==> config.mk <==
export PLATFORM = sky130hd
export DESIGN_NAME = csh_handler_port
export DESIGN_NICKNAME = d
export VERILOG_FILES = /design/src/csh_pkg.sv /design/src/csh_sync.sv /design/src/csh_handler_port.sv
export VERILOG_INCLUDE_DIRS = /design/src
export SDC_FILE = /design/constraint.sdc
export NUM_CORES = 1
export LEC_CHECK = 0
export ABC_AREA = 1
export BUFFER_PORTS_ARGS = -buffer_cell sky130_fd_sc_hd__buf_4
export CORE_MARGIN = 4
export CORE_UTILIZATION = 30
export CTS_CLUSTER_DIAMETER = 100
export DETAILED_ROUTE_END_ITERATION = 12
export SETUP_SLACK_MARGIN = 0.5
export SYNTH_ARGS = -nofsm -noshare
export SYNTH_HDL_FRONTEND = slang
export SYNTH_SLANG_ARGS = --single-unit
==> constraint.sdc <==
create_clock -name core_clk_i -period 1.5 [get_ports core_clk_i]
set_input_delay 0.15 -clock core_clk_i [delete_from_list [all_inputs] [get_ports core_clk_i]]
set_output_delay 0.15 -clock core_clk_i [all_outputs]
set_load 0.02 [all_outputs]
==> src/csh_params.svh <==
`ifndef CSH_PARAMS_SVH
`define CSH_PARAMS_SVH
// timing figures in their own units
`define CSH_CLK_MHZ        250
`define CSH_TRIG_MIN_NS    1000
`define CSH_OUT_DLY_MIN_US 200
`define CSH_HAND_GAP_NS    0
`define CSH_CMP_TYP_US     1000
// sweep geometry
`define CSH_NUM_CLASS      9
`define CSH_NUM_POINT      10
`define CSH_CNT_W          20
`endif

==> src/csh_pkg.sv <==
`default_nettype none
package csh_pkg;
   // comparison mode
   typedef enum logic [1:0] {
      CSH_MODE_LEVEL = 2'b00,
      CSH_MODE_SEQ   = 2'b01,
      CSH_MODE_STEP  = 2'b11
   } csh_mode_t;
   // classification result from the comparator
   typedef struct packed {
      logic [8:0] sort_class;   // level bins or sweep points 1..9 failed
      logic       extra_class;  // aux bin or sweep point 10 failed
      logic       reject;       // overall reject
      logic       prim_high;    // above all upper limits
      logic       prim_low;     // below all lower limits
      logic       sec_fail;     // secondary outside limits
   } csh_result_t;
   // handler output lines, active low
   typedef struct packed {
      logic [8:0] sort_class_n;
      logic       extra_class_n;
      logic       overall_reject_n;
      logic       primary_high_n;
      logic       primary_low_n;
      logic       secondary_fail_n;
   } csh_lines_t;
endpackage
`default_nettype wire

==> src/csh_sync.sv <==
`default_nettype none
// two-stage synchroniser for asynchronous pins
module csh_sync #(
   parameter logic RST_VAL = 1'b1
) (
   input  wire logic core_clk_i, // core clock
   input  wire logic rst_b_i,    // async reset, low
   input  wire logic d_i,        // raw pin
   output var  logic q_o         // synchronised level
);
   logic meta_r;
   // first stage feeds only the second
   always_ff @(posedge core_clk_i or negedge rst_b_i) begin
      if (!rst_b_i) begin
         meta_r <= RST_VAL;
         q_o    <= RST_VAL;
      end else begin
         meta_r <= d_i;
         q_o    <= meta_r;
      end
   end
endmodule
`default_nettype wire

==> src/csh_handler_port.sv <==
`include "csh_params.svh"
`default_nettype none
module csh_handler_port #(
   parameter int OUT_DLY_CYC = (`CSH_OUT_DLY_MIN_US * `CSH_CLK_MHZ) // 200us in cycles
) (
   input  wire logic                core_clk_i,        // 250 MHz core clock
   input  wire logic                rst_b_i,           // async reset, low
   input  wire logic                remote_start_n_en_i,     // external trigger selected
   input  wire csh_pkg::csh_mode_t  mode_i,            // level, sequential, stepping
   input  wire logic                remote_start_n_i,  // handler trigger pin
   input  wire logic                panel_lock_n_i,    // handler key lock pin
   input  wire logic [7:0]          keys_i,            // front panel keys
   output var  logic [7:0]          keys_o,            // keys passed to the ui
   input  wire logic                power_fail_i,      // power fail detector
   output var  logic                meas_start_o,      // start pulse to engine
   input  wire logic                analog_end_i,      // one analog step finished
   input  wire logic                sweep_last_i,      // that step was the last
   input  wire logic                cmp_valid_i,       // compare result ready pulse
   input  wire csh_pkg::csh_result_t cmp_res_i,        // compare result
   output var  csh_pkg::csh_lines_t lines_o,           // comparison lines, low true
   output var  logic                analog_done_n_o,   // analog done, low true
   output var  logic                result_valid_n_o,  // result valid, low true
   output var  logic                power_fail_n_o     // alarm, low true
);
   // ==========================================================
   // input synchronisers
   // ==========================================================
   logic trig_s;
   logic lock_s;
   logic trig_d_r;
   logic trig_rise;
   csh_sync #(.RST_VAL(1'b1)) u_trig (
      .core_clk_i (core_clk_i),
      .rst_b_i    (rst_b_i),
      .d_i        (remote_start_n_i),
      .q_o        (trig_s)
   );
   csh_sync #(.RST_VAL(1'b1)) u_lock (
      .core_clk_i (core_clk_i),
      .rst_b_i    (rst_b_i),
      .d_i        (panel_lock_n_i),
      .q_o        (lock_s)
   );
   // edge detector works on the synchronised level only
   always_ff @(posedge core_clk_i or negedge rst_b_i) begin
      if (!rst_b_i) begin
         trig_d_r <= 1'b1;
      end else begin
         trig_d_r <= trig_s;
      end
   end
   assign trig_rise = trig_s & ~trig_d_r & remote_start_n_en_i;
   assign meas_start_o = trig_rise;

   // ==========================================================
   // key lock and alarm
   // ==========================================================
   // keys gated while lock asserted
   always_ff @(posedge core_clk_i or negedge rst_b_i) begin
      if (!rst_b_i) begin
         keys_o <= 8'h00;
      end else begin
         keys_o <= lock_s ? keys_i : 8'h00;
      end
   end
   always_ff @(posedge core_clk_i or negedge rst_b_i) begin
      if (!rst_b_i) begin
         power_fail_n_o <= 1'b1;
      end else begin
         power_fail_n_o <= ~power_fail_i;
      end
   end

   // ==========================================================
   // minimum output delay counter
   // ==========================================================
   logic [`CSH_CNT_W-1:0] dly_r;
   logic                  dly_ok;
   localparam logic [`CSH_CNT_W-1:0] DLY_MAX = OUT_DLY_CYC[`CSH_CNT_W-1:0];
   always_ff @(posedge core_clk_i or negedge rst_b_i) begin
      if (!rst_b_i) begin
         dly_r <= DLY_MAX;
      end else if (trig_rise) begin
         dly_r <= '0;
      end else if (dly_r != DLY_MAX) begin
         dly_r <= dly_r + 1'b1;
      end
   end
   assign dly_ok = (dly_r == DLY_MAX);

   // ==========================================================
   // measurement sequence
   // ==========================================================
   typedef enum logic [1:0] {
      ST_IDLE = 2'b00,
      ST_MEAS = 2'b01,
      ST_CMP  = 2'b11,
      ST_DONE = 2'b10
   } csh_state_t;
   csh_state_t st_r;
   logic       analog_flag_r;
   logic       res_flag_r;
   logic       last_seen_r;
   logic       step_mode;
   assign step_mode = (mode_i == csh_pkg::CSH_MODE_STEP);
   // sequencer: measure, then compare
   always_ff @(posedge core_clk_i or negedge rst_b_i) begin
      if (!rst_b_i) begin
         st_r <= ST_IDLE;
      end else if (trig_rise) begin
         st_r <= ST_MEAS;
      end else begin
         case (st_r)
            ST_IDLE: st_r <= ST_IDLE;
            ST_MEAS: begin
               if (analog_end_i && (sweep_last_i || mode_i == csh_pkg::CSH_MODE_LEVEL
                                    || step_mode)) begin
                  st_r <= ST_CMP;
               end
            end
            ST_CMP: begin
               if (cmp_valid_i && dly_ok) begin
                  st_r <= ST_DONE;
               end
            end
            ST_DONE: st_r <= ST_DONE;
            default: st_r <= ST_IDLE;
         endcase
      end
   end
   // remembers that the sweep's last step passed
   always_ff @(posedge core_clk_i or negedge rst_b_i) begin
      if (!rst_b_i) begin
         last_seen_r <= 1'b0;
      end else if (trig_rise) begin
         last_seen_r <= 1'b0;
      end else if (st_r == ST_MEAS && analog_end_i && sweep_last_i) begin
         last_seen_r <= 1'b1;
      end
   end
   // analog done after the analog phase
   always_ff @(posedge core_clk_i or negedge rst_b_i) begin
      if (!rst_b_i) begin
         analog_flag_r <= 1'b0;
      end else if (trig_rise) begin
         analog_flag_r <= 1'b0;
      end else if (st_r == ST_MEAS && analog_end_i) begin
         analog_flag_r <= step_mode | sweep_last_i
                          | (mode_i == csh_pkg::CSH_MODE_LEVEL);
      end
   end
   always_ff @(posedge core_clk_i or negedge rst_b_i) begin
      if (!rst_b_i) begin
         res_flag_r <= 1'b0;
      end else if (trig_rise) begin
         res_flag_r <= 1'b0;
      end else if (st_r == ST_CMP && cmp_valid_i && dly_ok) begin
         res_flag_r <= 1'b1;
      end
   end

   // ==========================================================
   // comparison lines
   // ==========================================================
   csh_pkg::csh_lines_t lines_nxt;
   logic                load_lines;
   // sweep lines load only at cycle end
   assign load_lines = (st_r == ST_CMP) && cmp_valid_i && dly_ok
                       && (mode_i != csh_pkg::CSH_MODE_STEP || last_seen_r);
   // map result onto active low lines
   always_comb begin
      lines_nxt.sort_class_n     = ~cmp_res_i.sort_class;
      // extra line carries point ten in sweep
      lines_nxt.extra_class_n    = ~cmp_res_i.extra_class;
      // reject is the whole part verdict
      lines_nxt.overall_reject_n = ~cmp_res_i.reject;
      lines_nxt.primary_high_n   = ~cmp_res_i.prim_high;
      lines_nxt.primary_low_n    = ~cmp_res_i.prim_low;
      lines_nxt.secondary_fail_n = ~cmp_res_i.sec_fail;
   end
   // idle lines are high, asserted low
   always_ff @(posedge core_clk_i or negedge rst_b_i) begin
      if (!rst_b_i) begin
         lines_o <= '1;
      end else if (load_lines) begin
         lines_o <= lines_nxt;
      end
   end
   // handler reads lines under result valid
   assign analog_done_n_o  = ~analog_flag_r;
   assign result_valid_n_o = ~res_flag_r;

   // ==========================================================
   // checker helpers
   // ==========================================================
   logic [`CSH_CNT_W-1:0] gap_r;
   always_ff @(posedge core_clk_i or negedge rst_b_i) begin
      if (!rst_b_i) begin
         gap_r <= '1;
      end else if (trig_rise) begin
         gap_r <= '0;
      end else if (gap_r != '1) begin
         gap_r <= gap_r + 1'b1;
      end
   end
endmodule
`default_nettype wire

* Word-level counts from Yosys, hierarchy flattened
Index checks and enable logic that the tools add are counted.
** Storage, ports and cells
- Logic and storage cells :: 72
- Flip-flop bits (word level) :: 53
- Output and inout bits :: 26
** Operators by class
- Reductions and logical operators :: 17
- Add/subtract/negate cells :: 1
- Equality and inequality tests :: 9
- Bitwise operators :: 14
- Muxes and demuxes :: 13
** Operators by type and width (count)
- $mux 20 :: 2
- $add 20x1->20 const B :: 1
- $eq 20x16->1 const B :: 1
- $ne 20x16->1 const B :: 1
- $not 1->1 :: 9
- $not 9->9 :: 1
- $mux 8 :: 1
- $pmux 2 s4 :: 1
- $reduce_bool 2->1 :: 4
- $logic_and 1x1->1 :: 7
- $eq 2x2->1 const B :: 3
- $mux 1 :: 6
- $mux 2 :: 3
- $ne 3x3->1 const B :: 2
- $logic_not 2->1 :: 2
- $logic_or 1x1->1 :: 3
- $and 1x1->1 :: 2
- $eq 2x1->1 const B :: 1
- $ne 2x2->1 const B :: 1
- $or 1x1->1 :: 2
- $reduce_and 2->1 :: 1

* Logic depth before layout (Yosys ltp)
Gate-level depths: netlist of the first run.
- Word-level depth :: 7
- Depth in mapped cells :: 10

* Cells and area by module
A second synthesis of the first run with hierarchy kept.
** Second synthesis, totals
- Cells, all modules :: 319
- Area, all modules :: 2597.5 µm²
** Modules (own cells, without submodules)
- csh_handler_port :: seq. area each 1253.7 µm², area each 2492.4 µm², times used 1, cells each 315
- csh_sync :: seq. area each 52.6 µm², area each 52.6 µm², times used 2, cells each 2

* Worst setup path after synthesis of the first run
No wires, ideal clock.
- Path kind :: register to register
- Start :: register dly_r[0]
- End :: register lines_o[0] in the netlist's numbering
- Buffers on the path :: 1
- Setup time :: 0.076 ns
- Period minus slack after synthesis :: 1.396 ns
- Required time :: 1.424 ns
- Path slack :: 0.104 ns
- Cell stages (with the launch flop) :: 11
- Arrival :: 1.320 ns
- Cell sequence :: dfrtp_1 -> inv_1 -> ha_1 -> nand3_1 -> inv_1 -> nand2_1 -> nor2_2 -> nand4_2 -> buf_6 -> nand2_1 -> nand2_1
** Between the ends
- Word-level cells in the longest chain between the ends :: 3
** RTL lines
- from (decl) :: RTL line csh_handler_port.sv:77 : logic [`CSH_CNT_W-1:0] dly_r;
- from (signal assigned) :: RTL line csh_handler_port.sv:86 : dly_r <= dly_r + 1'b1;
- $eq 20x16->1 :: RTL line csh_handler_port.sv:89 : assign dly_ok = (dly_r == DLY_MAX);
- $logic_and 1x1->1 :: RTL line csh_handler_port.sv:168 : assign load_lines = (st_r == ST_CMP) && cmp_valid_i && dly_ok
- $logic_and 1x1->1 :: RTL line csh_handler_port.sv:169 : && (mode_i != csh_pkg::CSH_MODE_STEP || last_seen_r);
- to (signal assigned) :: RTL line csh_handler_port.sv:186 : lines_o <= lines_nxt;
- to (decl) :: RTL line csh_handler_port.sv:20 : output var csh_pkg::csh_lines_t lines_o,
No other way between the ends.
A chain may end at the register's enable or synchronous reset.

* Worst setup path after layout of the first run
- Start :: register dly_r[4]
- End :: register res_flag_r
** Between the ends
- Word-level cells in the longest chain between the ends :: 3
** RTL lines
- $eq 20x16->1 :: RTL line csh_handler_port.sv:89
- $logic_and 1x1->1 :: RTL line csh_handler_port.sv:157 : end else if (st_r == ST_CMP && cmp_valid_i && dly_ok) begin
- $reduce_bool 2->1 (no source line)
- to (signal assigned) :: RTL line csh_handler_port.sv:154 : res_flag_r <= 1'b0;
- to (signal assigned) :: RTL line csh_handler_port.sv:156 : res_flag_r <= 1'b0;
- to (signal assigned) :: RTL line csh_handler_port.sv:158 : res_flag_r <= 1'b1;
- to (decl) :: RTL line csh_handler_port.sv:102 : logic res_flag_r;
No other way between the ends.

==> results list, run 1 <==
- Internal cell power: 2.37 mW
* Nets: 461
- In the layout the commonest cells are sky130_fd_sc_hd__nand2_1 (69), sky130_fd_sc_hd__buf_4 (57), sky130_fd_sc_hd__inv_1 (40).
- The share of total power dissipated in the clock network is 0.233.
- In the finished design, the share of the clock period the worst path needs comes to 1.03.
- Total negative setup slack: -0.342 ns
- Net Count, Synth: 359
* Root cell of the clock tree: sky130_fd_sc_hd__clkbuf_8
* Post-detailed-route DRC marker count: 0
- For the pin with the worst max-slew slack, the measured transition is 0.484 ns.
- The floorplan has 33 rows.
* Detailed-placement wirelength estimate: 4.75 mm
- The first global-routing pass estimated 11.1 mm of wire.
- DR vias/cell: 4.60
* CP startpoint kind: flop
- Of the total synthesized cell area, the portion taken by full adders, half adders and majority gates is 0.00960.
- Summed over all cells, the static leakage comes to 1.97 nW.
* Worst path setup slack after routing: -0.0391 ns
- Switching Share: 0.335
- TritonCTS built the clock tree.
* Final critical-path required period: 1.54 ns
- After synthesis, the largest family of logic cells by area is simple AND/OR/NAND/NOR gates.
- On the final layout, the worst clock skew is 0.00872 ns.
* Sequential share of power: 0.484
* Number of input and output port buffers inserted: 58
- H-Tree Depth: 2
* Most frequent standard cell in the layout excluding fill and tap cells: sky130_fd_sc_hd__nand2_1
- Wire length reported by the detailed router: 7.34 mm
* Number of synthesized register bits: 53
* Count of TritonRoute iterations in the first routing pass: 4
* Skew-Pair Late Insertion Delay: 0.31 ns
- Timing would allow up to 650 MHz.
- Power spread over the standard cell area amounts to 879 nW/um^2.
- For this run, asynchronously set or reset flops after synthesis account for 1.00.
- Dividing the detail-routed wire length by the instance count gives 13.8 um.
- Count of maximum capacitance violations: 0
- Max stage delay cell, worst path: sky130_fd_sc_hd__dfstp_2
- Path class of the lowest-slack min-delay path: input port to flop
- Starting utilization of the core area: 0.313
- The area growth from synthesis to layout is 55.3%.
- The count of final hold-check violations came to 0.
* Worst hold path depth: 3
- Of the total power, combinational logic draws 0.283.
* Relative slew margins: 0.677
- In this run the power spent charging and discharging nets is 1.19 mW.
- Simple-gate share of the synthesized area: 0.296
* Via count of the first global-routing pass: 2353
- The tightest hold path in the finished design has a slack of 0.0194 ns.
* Post-Synthesis Mean Instance Area: 8.05 um^2
- Of the total synthesized cell area, the portion taken by XOR and XNOR cells is 0.00672.
- Number of enable flip-flop cells after synthesis: 0
- The core region is 8340 um^2.
* CP peak stage delay: 0.58 ns
- Setup violators final: 17
* Final weighted congestion in routability-driven placement: 0.906
* Share of layout cells above drive strength 1: 0.480
- Overall power consumption after layout is estimated at 3.56 mW.
* Critical path arrival: 1.79 ns
- The number of antenna diodes in the final layout is 0.
- Worst IR drop on VDD: 0.556 mV
* CP Max Fanout: 8
- Number of antenna-violating nets in the routed design: 0
- Post-synthesis mux area share: 0
- Clock tree synthesis found a total of 53 sinks.
- Total count of max-transition violations in the final report: 0
- In the post-synthesis netlist, the biggest area contributors are sky130_fd_sc_hd__dfstp_2 (26%), sky130_fd_sc_hd__dfrtp_1 (26%), sky130_fd_sc_hd__nand2_1 (12%).
- Total number of vias: 2446
- The clock passes through at most 2 buffers.
* Boundary pin count: 59
* Die boundary width: 101 um
- Clock input transition at the sequential cells of the worst setup and hold paths: 0.10 ns
- The share of the Yosys chip area taken by registers is 0.521.
- Inserted Clock Buffers: 5
* Capturing element type of the critical path: flop
- In the synthesized netlist the dominant register cell turns out to be sky130_fd_sc_hd__dfrtp_1.
- After technology mapping, the gate count stands at 324.
- Height of the chip: 101 um
- The area fraction in compound gates after synthesis is 0.0629.
* Synth top area share: 0.262
- Unrepaired setup endpoints after global routing: true
* Ordered cell list for the critical path: inv_2 -> nor2_4 -> nand2_1 -> nor2_1 -> nand2_1 -> nor2_4 -> buf_12 -> nand2_2 -> a21oi_2
- Outcome: complete, but fails checks
- Cell variety after synth: 24
- Entering global routing, the biggest net connects 54 pins.
* Endpoint required time on the critical path: 1.75 ns
* Die Area: 10200 um^2
* Worst Reg2Reg Path Length in Cells: 9
- Post-synthesis cell area: 2610 um^2
- The setup path with the least slack is of type flop to flop.
- For this run, the number of Yosys warnings is 0.
* Post-Route Utilization: 0.486
- Global routing finished with a remaining overflow of 0.
* Leading area contributor after synthesis: sky130_fd_sc_hd__dfstp_2
- In this run, the number of DRC markers left after iteration 0 of detailed routing was 169.
- The final reports fail on negative setup slack.
* All-layer global routing usage: 0.135
- The number of antenna violations at the first check in global routing is 0.
## sequential cells by signal, summed over array words and instances (netlist names), 2 cells and up
register and cells:
dly_r 20, lines_o 14, st_r 2, keys_o 8
## area by class of cell
cell class                      instances  area, um^2
Clock inverter                          3        21.3
Clock buffer                            5        68.8
Tap cell                              105         131
Multi-Input combinational cell        206        1210
Fill cell                             786        4290
Timing Repair Buffer                  101         996
Sequential cell                        53        1360
Inverter                               57         235
Timing Repair inverter                  2        20.0
## routing by layer
metal / up-vias / global-route usage / part of all wire / wire (um)
met5: - / 0 / 0 / 0
met4: 0 / 0.0460 / 0.019 / 140
met3: 11 / 0.0207 / 0.027 / 201
met2: 40 / 0.234 / 0.53 / 3890
met1: 1165 / 0.171 / 0.42 / 3110
li1: 1230 / - / - / -
## critical path, delay by kind of cell, from the launching register on
family	cells	cell delay (ns)
compound gates	1	0.13
buf+inv	2	0.21
flops	1	0.58
simple gates	6	0.55
## kinds of logic (layout without fill, tap and decap cells)
group,after synthesis,after routing
flops,53,53
compound gates,32,32
buf+inv,65,168
simple gates,170,170
xor+xnor,2,2
fa+ha+maj,2,2
## power by group through the flow
stage / logic [mW] / registers [mW] / clock network, mW
after floorplan: 0.418 / 1.70 / 0
after global placement: 0.672 / 1.71 / 0
after detailed placement: 0.682 / 1.71 / 0
after CTS: 0.836 / 1.70 / 0.867
after global routing: 1.10 / 1.74 / 0.924
final: 1.01 / 1.72 / 0.829
## final timing paths
kind                               start          to  slack, ns
max                             dly_r[4]  res_flag_r      -0.04
min                            keys_i[4]   keys_o[4]       0.02
max reg2reg                     dly_r[4]  res_flag_r      -0.04
min reg2reg                u_trig.meta_r  u_trig.q_o       0.36
max in group asynchronous        rst_b_i  lines_o[8]       0.79
min in group asynchronous        rst_b_i   dly_r[10]       0.34
## what timing repair did
item	CTS	global route
endpoints found under the hold margin	30	0
setup buffers	11	14
hold buffers	4	0
pin swaps	9	32
setup endpoints to repair	62	65
gates cloned	1	3
resized for setup	59	48
## through the flow
step / worst slack (ns) / std cells / instance area [um^2]
2_1_floorplan: 0.158 / 324 / 2670
3_3_place_gp: 0.0142 / 491 / 3280
3_5_place_dp: 0.00335 / 491 / 3280
4_1_cts: 0.0432 / 515 / 3730
5_1_grt: -0.158 / 532 / 4050
6_report: -0.0391 / 532 / 4050
## cells in the mapped netlist, types with 2 or more instances
cell type,count
sky130_fd_sc_hd__clkbuf_1,3
sky130_fd_sc_hd__nand2_2,2
sky130_fd_sc_hd__clkinv_2,2
sky130_fd_sc_hd__nor3_1,6
sky130_fd_sc_hd__nor2_4,3
sky130_fd_sc_hd__buf_2,2
sky130_fd_sc_hd__nor2_2,5
sky130_fd_sc_hd__nor2_1,32
sky130_fd_sc_hd__dfstp_2,26
sky130_fd_sc_hd__nand4_1,20
sky130_fd_sc_hd__inv_2,4
sky130_fd_sc_hd__buf_6,3
sky130_fd_sc_hd__dfrtp_1,27
sky130_fd_sc_hd__inv_1,51
sky130_fd_sc_hd__nand3_1,21
sky130_fd_sc_hd__a21oi_1,17
sky130_fd_sc_hd__nand2_1,80
sky130_fd_sc_hd__o21ai_0,13
sky130_fd_sc_hd__ha_1,2
Note: power is estimated with default switching activity, not from simulation.
==> run 2, diff against run 1 <==
clock period = 1.8 ns   (was 1.5 ns; I/O delays follow)
==> run 2 against run 1 <==
  * The flow now finishes without violations
  * Fmax rose by 2.4%
  * Core utilization fell by 1.3 points
  * Global-route usage fell by 0.44 points
  * Register-to-register slack improved by 0.34 ns
  * Clock-buffer cell count rose by 1
  * Die area did not move
  * Sequential share of layout area rose by 1.0 points
  * Sequential power fell by 16%
  * Wire length fell by 5.1%
  * Worst setup slack improved by 0.34 ns
  * Power fell by 15%
  * Largest cell class unchanged
==> results list, run 2 (same netlist as run 1, synthesis figures left out) <==
- Outcome: finished, final reports clean (was complete, but fails checks)
- The most flop-heavy register is dly_r (unchanged).
* # clock sinks: 53 (unchanged)
- The transition at the pin with the smallest max-transition slack came to 0.675 ns (was 0.484 ns).
* Wire length reported by the detailed router: 6.97 mm (was 7.34 mm)
- Boundary pin count: 59 (unchanged)
- The nature of the critical path startpoint is a flop (unchanged).
- Total count of max-transition violations in the final report: 0 (unchanged)
- CTS Buffer Depth: 2 (unchanged)
* First-iteration detailed-routing DRC count: 118 (was 169)
- The wire length of the first global-routing pass came to 10.9 mm (was 11.1 mm).
- The per-cell via count in the routed design came to 4.64 (was 4.60).
- The part of the power in the clock network was 0.231 (was 0.233).
- Count of maximum capacitance violations: 0 (unchanged)
* Number of antenna-violating nets in the routed design: 0 (unchanged)
- The arrival time of data at the critical path endpoint is 1.76 ns (was 1.79 ns).
- The clock transition time at the flip-flop clock pins of the worst setup and hold paths came to 0.10 ns (about the same).
* Leading cell types in the layout, fill and taps excluded: sky130_fd_sc_hd__buf_4 (78), sky130_fd_sc_hd__nand2_1 (59), sky130_fd_sc_hd__inv_1 (42) (was sky130_fd_sc_hd__nand2_1 (69), sky130_fd_sc_hd__buf_4 (57), sky130_fd_sc_hd__inv_1 (40))
* TritonCTS clock tree: done (unchanged)
- The category of the worst setup path capture point was a flop (unchanged).
- The maximum number of pins on one net before global-route repair is 54 (unchanged).
- The net switching power was 1.04 mW (was 1.19 mW).
* Detailed-placement wirelength estimate: 4.43 mm (was 4.75 mm)
- The layout overhead on the synthesized area is 51.1% (was 55.3%).
* Worst IR drop on VDD: 0.390 mV (was 0.556 mV)
- Final Cycle Share: 0.835 (was 1.03)
- The ratio of total power to cell area came to 771 nW/um^2 (was 879 nW/um^2).
- Worst Reg2Reg Path Length in Cells: 7 (was 9)
* Die Area: 10200 um^2 (unchanged)
- The number of flip-flops in the largest register is 20 (unchanged).
* CP Max Fanout: 7 (was 8)
- Internal cell power: 2.00 mW (was 2.37 mW)
- Die boundary width: 101 um (unchanged)
- Via count of the first global-routing pass: 2314 (was 2353)
* Switching Share: 0.341 (was 0.335)
- Final critical-path required period: 1.50 ns (was 1.54 ns)
- The final setup skew was 0.0113 ns (was 0.00872 ns).
- The clock buffer count from CTS came to 5 (unchanged).
- Starting utilization of the core area: 0.313 (unchanged)
- Root cell of the clock tree: sky130_fd_sc_hd__clkbuf_8 (unchanged)
* Highest clock frequency the design can meet: 665 MHz (was 650 MHz)
- Site Rows: 33 (unchanged)
- Most frequent standard cell in the layout excluding fill and tap cells: sky130_fd_sc_hd__buf_4 (was sky130_fd_sc_hd__nand2_1)
- The critical path start-end classification is flop to flop (unchanged).
- The H-tree level count came to 2 (unchanged).
* Power Total: 3.04 mW (was 3.56 mW)
- Hold violation total from the final report: 0 (unchanged)
- Unrepaired setup endpoints after global routing: true (unchanged)
- The remaining global-route overflow is 0 (unchanged).
- The final setup slack of the worst path was 0.297 ns (was -0.0391 ns).
* Worst slack, placed: 0.158 ns (was 0.00335 ns)
- Regs by FF count: dly_r (20), lines_o (14), keys_o (8) (unchanged)
- Final weighted congestion in routability-driven placement: 0.871 (was 0.906)
- The leakage dissipation was 1.94 nW (was 1.97 nW).
* Antenna violations before repair: 0 (unchanged)
- Sequential share of power: 0.475 (was 0.484)
- The area inside the core boundary was 8340 um^2 (unchanged).
* Share of layout cells above drive strength 1: 0.500 (was 0.480)
- Endpoint required time on the critical path: 2.05 ns (was 1.75 ns)
* Height of the chip: 101 um (unchanged)
- Antenna diode instance count: 0 (unchanged)
- The cell depth of the worst hold path came to 3 (unchanged).
- The number of iterations in the first detailed-routing pass came to 4 (unchanged).
* All-layer global routing usage: 0.131 (was 0.135)
- The power share of the combinational group came to 0.294 (was 0.283).
- The total setup violations reported at the end of the flow came to 0 (was 17).
- The total via count in the routed design was 2454 (was 2446).
* Relative slew margins: 0.550 (was 0.677)
* Nets: 458 (was 461)
* Post-detailed-route DRC marker count: 0 (unchanged)
* Final worst hold slack: 0.0541 ns (was 0.0194 ns)
- Path class of the lowest-slack min-delay path: input port to flop (unchanged)
- Post-Route Utilization: 0.472 (was 0.486)
* Skew-Pair Late Insertion Delay: 0.31 ns (about the same)
- Number of input and output port buffers inserted: 58 (unchanged)
* Detailed-route wire length per cell: 13.2 um (was 13.8 um)
* Total negative setup slack: 0 ns (was -0.342 ns)
==> run 2: layer usage <==
metal	share of wire	track usage	routed length, um	vias to the layer above
li1	-	-	-	1227
met1	0.46	0.183	3190	1188
met2	0.50	0.206	3500	33
met3	0.028	0.0207	196	6
met4	0.012	0.0419	85	0
met5	0	0	0	-
==> run 2: worst paths after layout <==
check,slack (ns),endpoint,startpoint
max in group asynchronous,0.87,dly_r[2],rst_b_i
max reg2reg,0.30,lines_o[5],dly_r[8]
min,0.05,keys_o[3],keys_i[3]
min in group asynchronous,0.44,dly_r[12],rst_b_i
max,0.30,lines_o[5],dly_r[8]
min reg2reg,0.36,u_trig.q_o,u_trig.meta_r
==> run 2: critical path: stages, from the launching register on <==
cell and delay (ns):
sky130_fd_sc_hd__dfstp_2 0.59, sky130_fd_sc_hd__nand2_4 0.08, sky130_fd_sc_hd__nor2_1 0.13, sky130_fd_sc_hd__nand2_2 0.09, sky130_fd_sc_hd__nor2_4 0.20, sky130_fd_sc_hd__nand4_4 0.18
sky130_fd_sc_hd__nand2_1 0.11, sky130_fd_sc_hd__nand2_1 0.05
==> run 2: area by class of cell <==
class | instances | area, um^2
Multi-Input combinational cell | 207 | 1290
Tap cell | 105 | 131
Clock inverter | 2 | 13.8
Timing Repair Buffer | 99 | 835
Fill cell | 794 | 4400
Clock buffer | 6 | 72.6
Sequential cell | 53 | 1370
Inverter | 57 | 229
==> run 2: what timing repair did <==
| item | 4_1_cts | 5_1_grt |
|---|---|---|
| setup endpoints to repair | 36 | 38 |
| cloned | 1 | 0 |
| endpoints found under the hold margin | 30 | 0 |
| buffers inserted | 17 | 17 |
| hold buffers | 4 | 0 |
| resized for setup | 33 | 77 |
| pin swaps | 16 | 29 |
==> run 2: metrics by stage <==
stage               instance area (um^2)  instances
finish                              3940        529
global route                        3940        529
CTS                                 3570        512
detailed placement                  3170        482
global placement                    3170        482
floorplan                           2630        324
==> run 2: power by group through the flow <==
stage,clock network [mW],registers [mW],logic [mW]
after floorplan,0,1.41,0.341
after global placement,0,1.42,0.543
after detailed placement,0,1.42,0.554
after CTS,0.709,1.42,0.674
after global routing,0.762,1.46,0.982
final,0.700,1.44,0.894
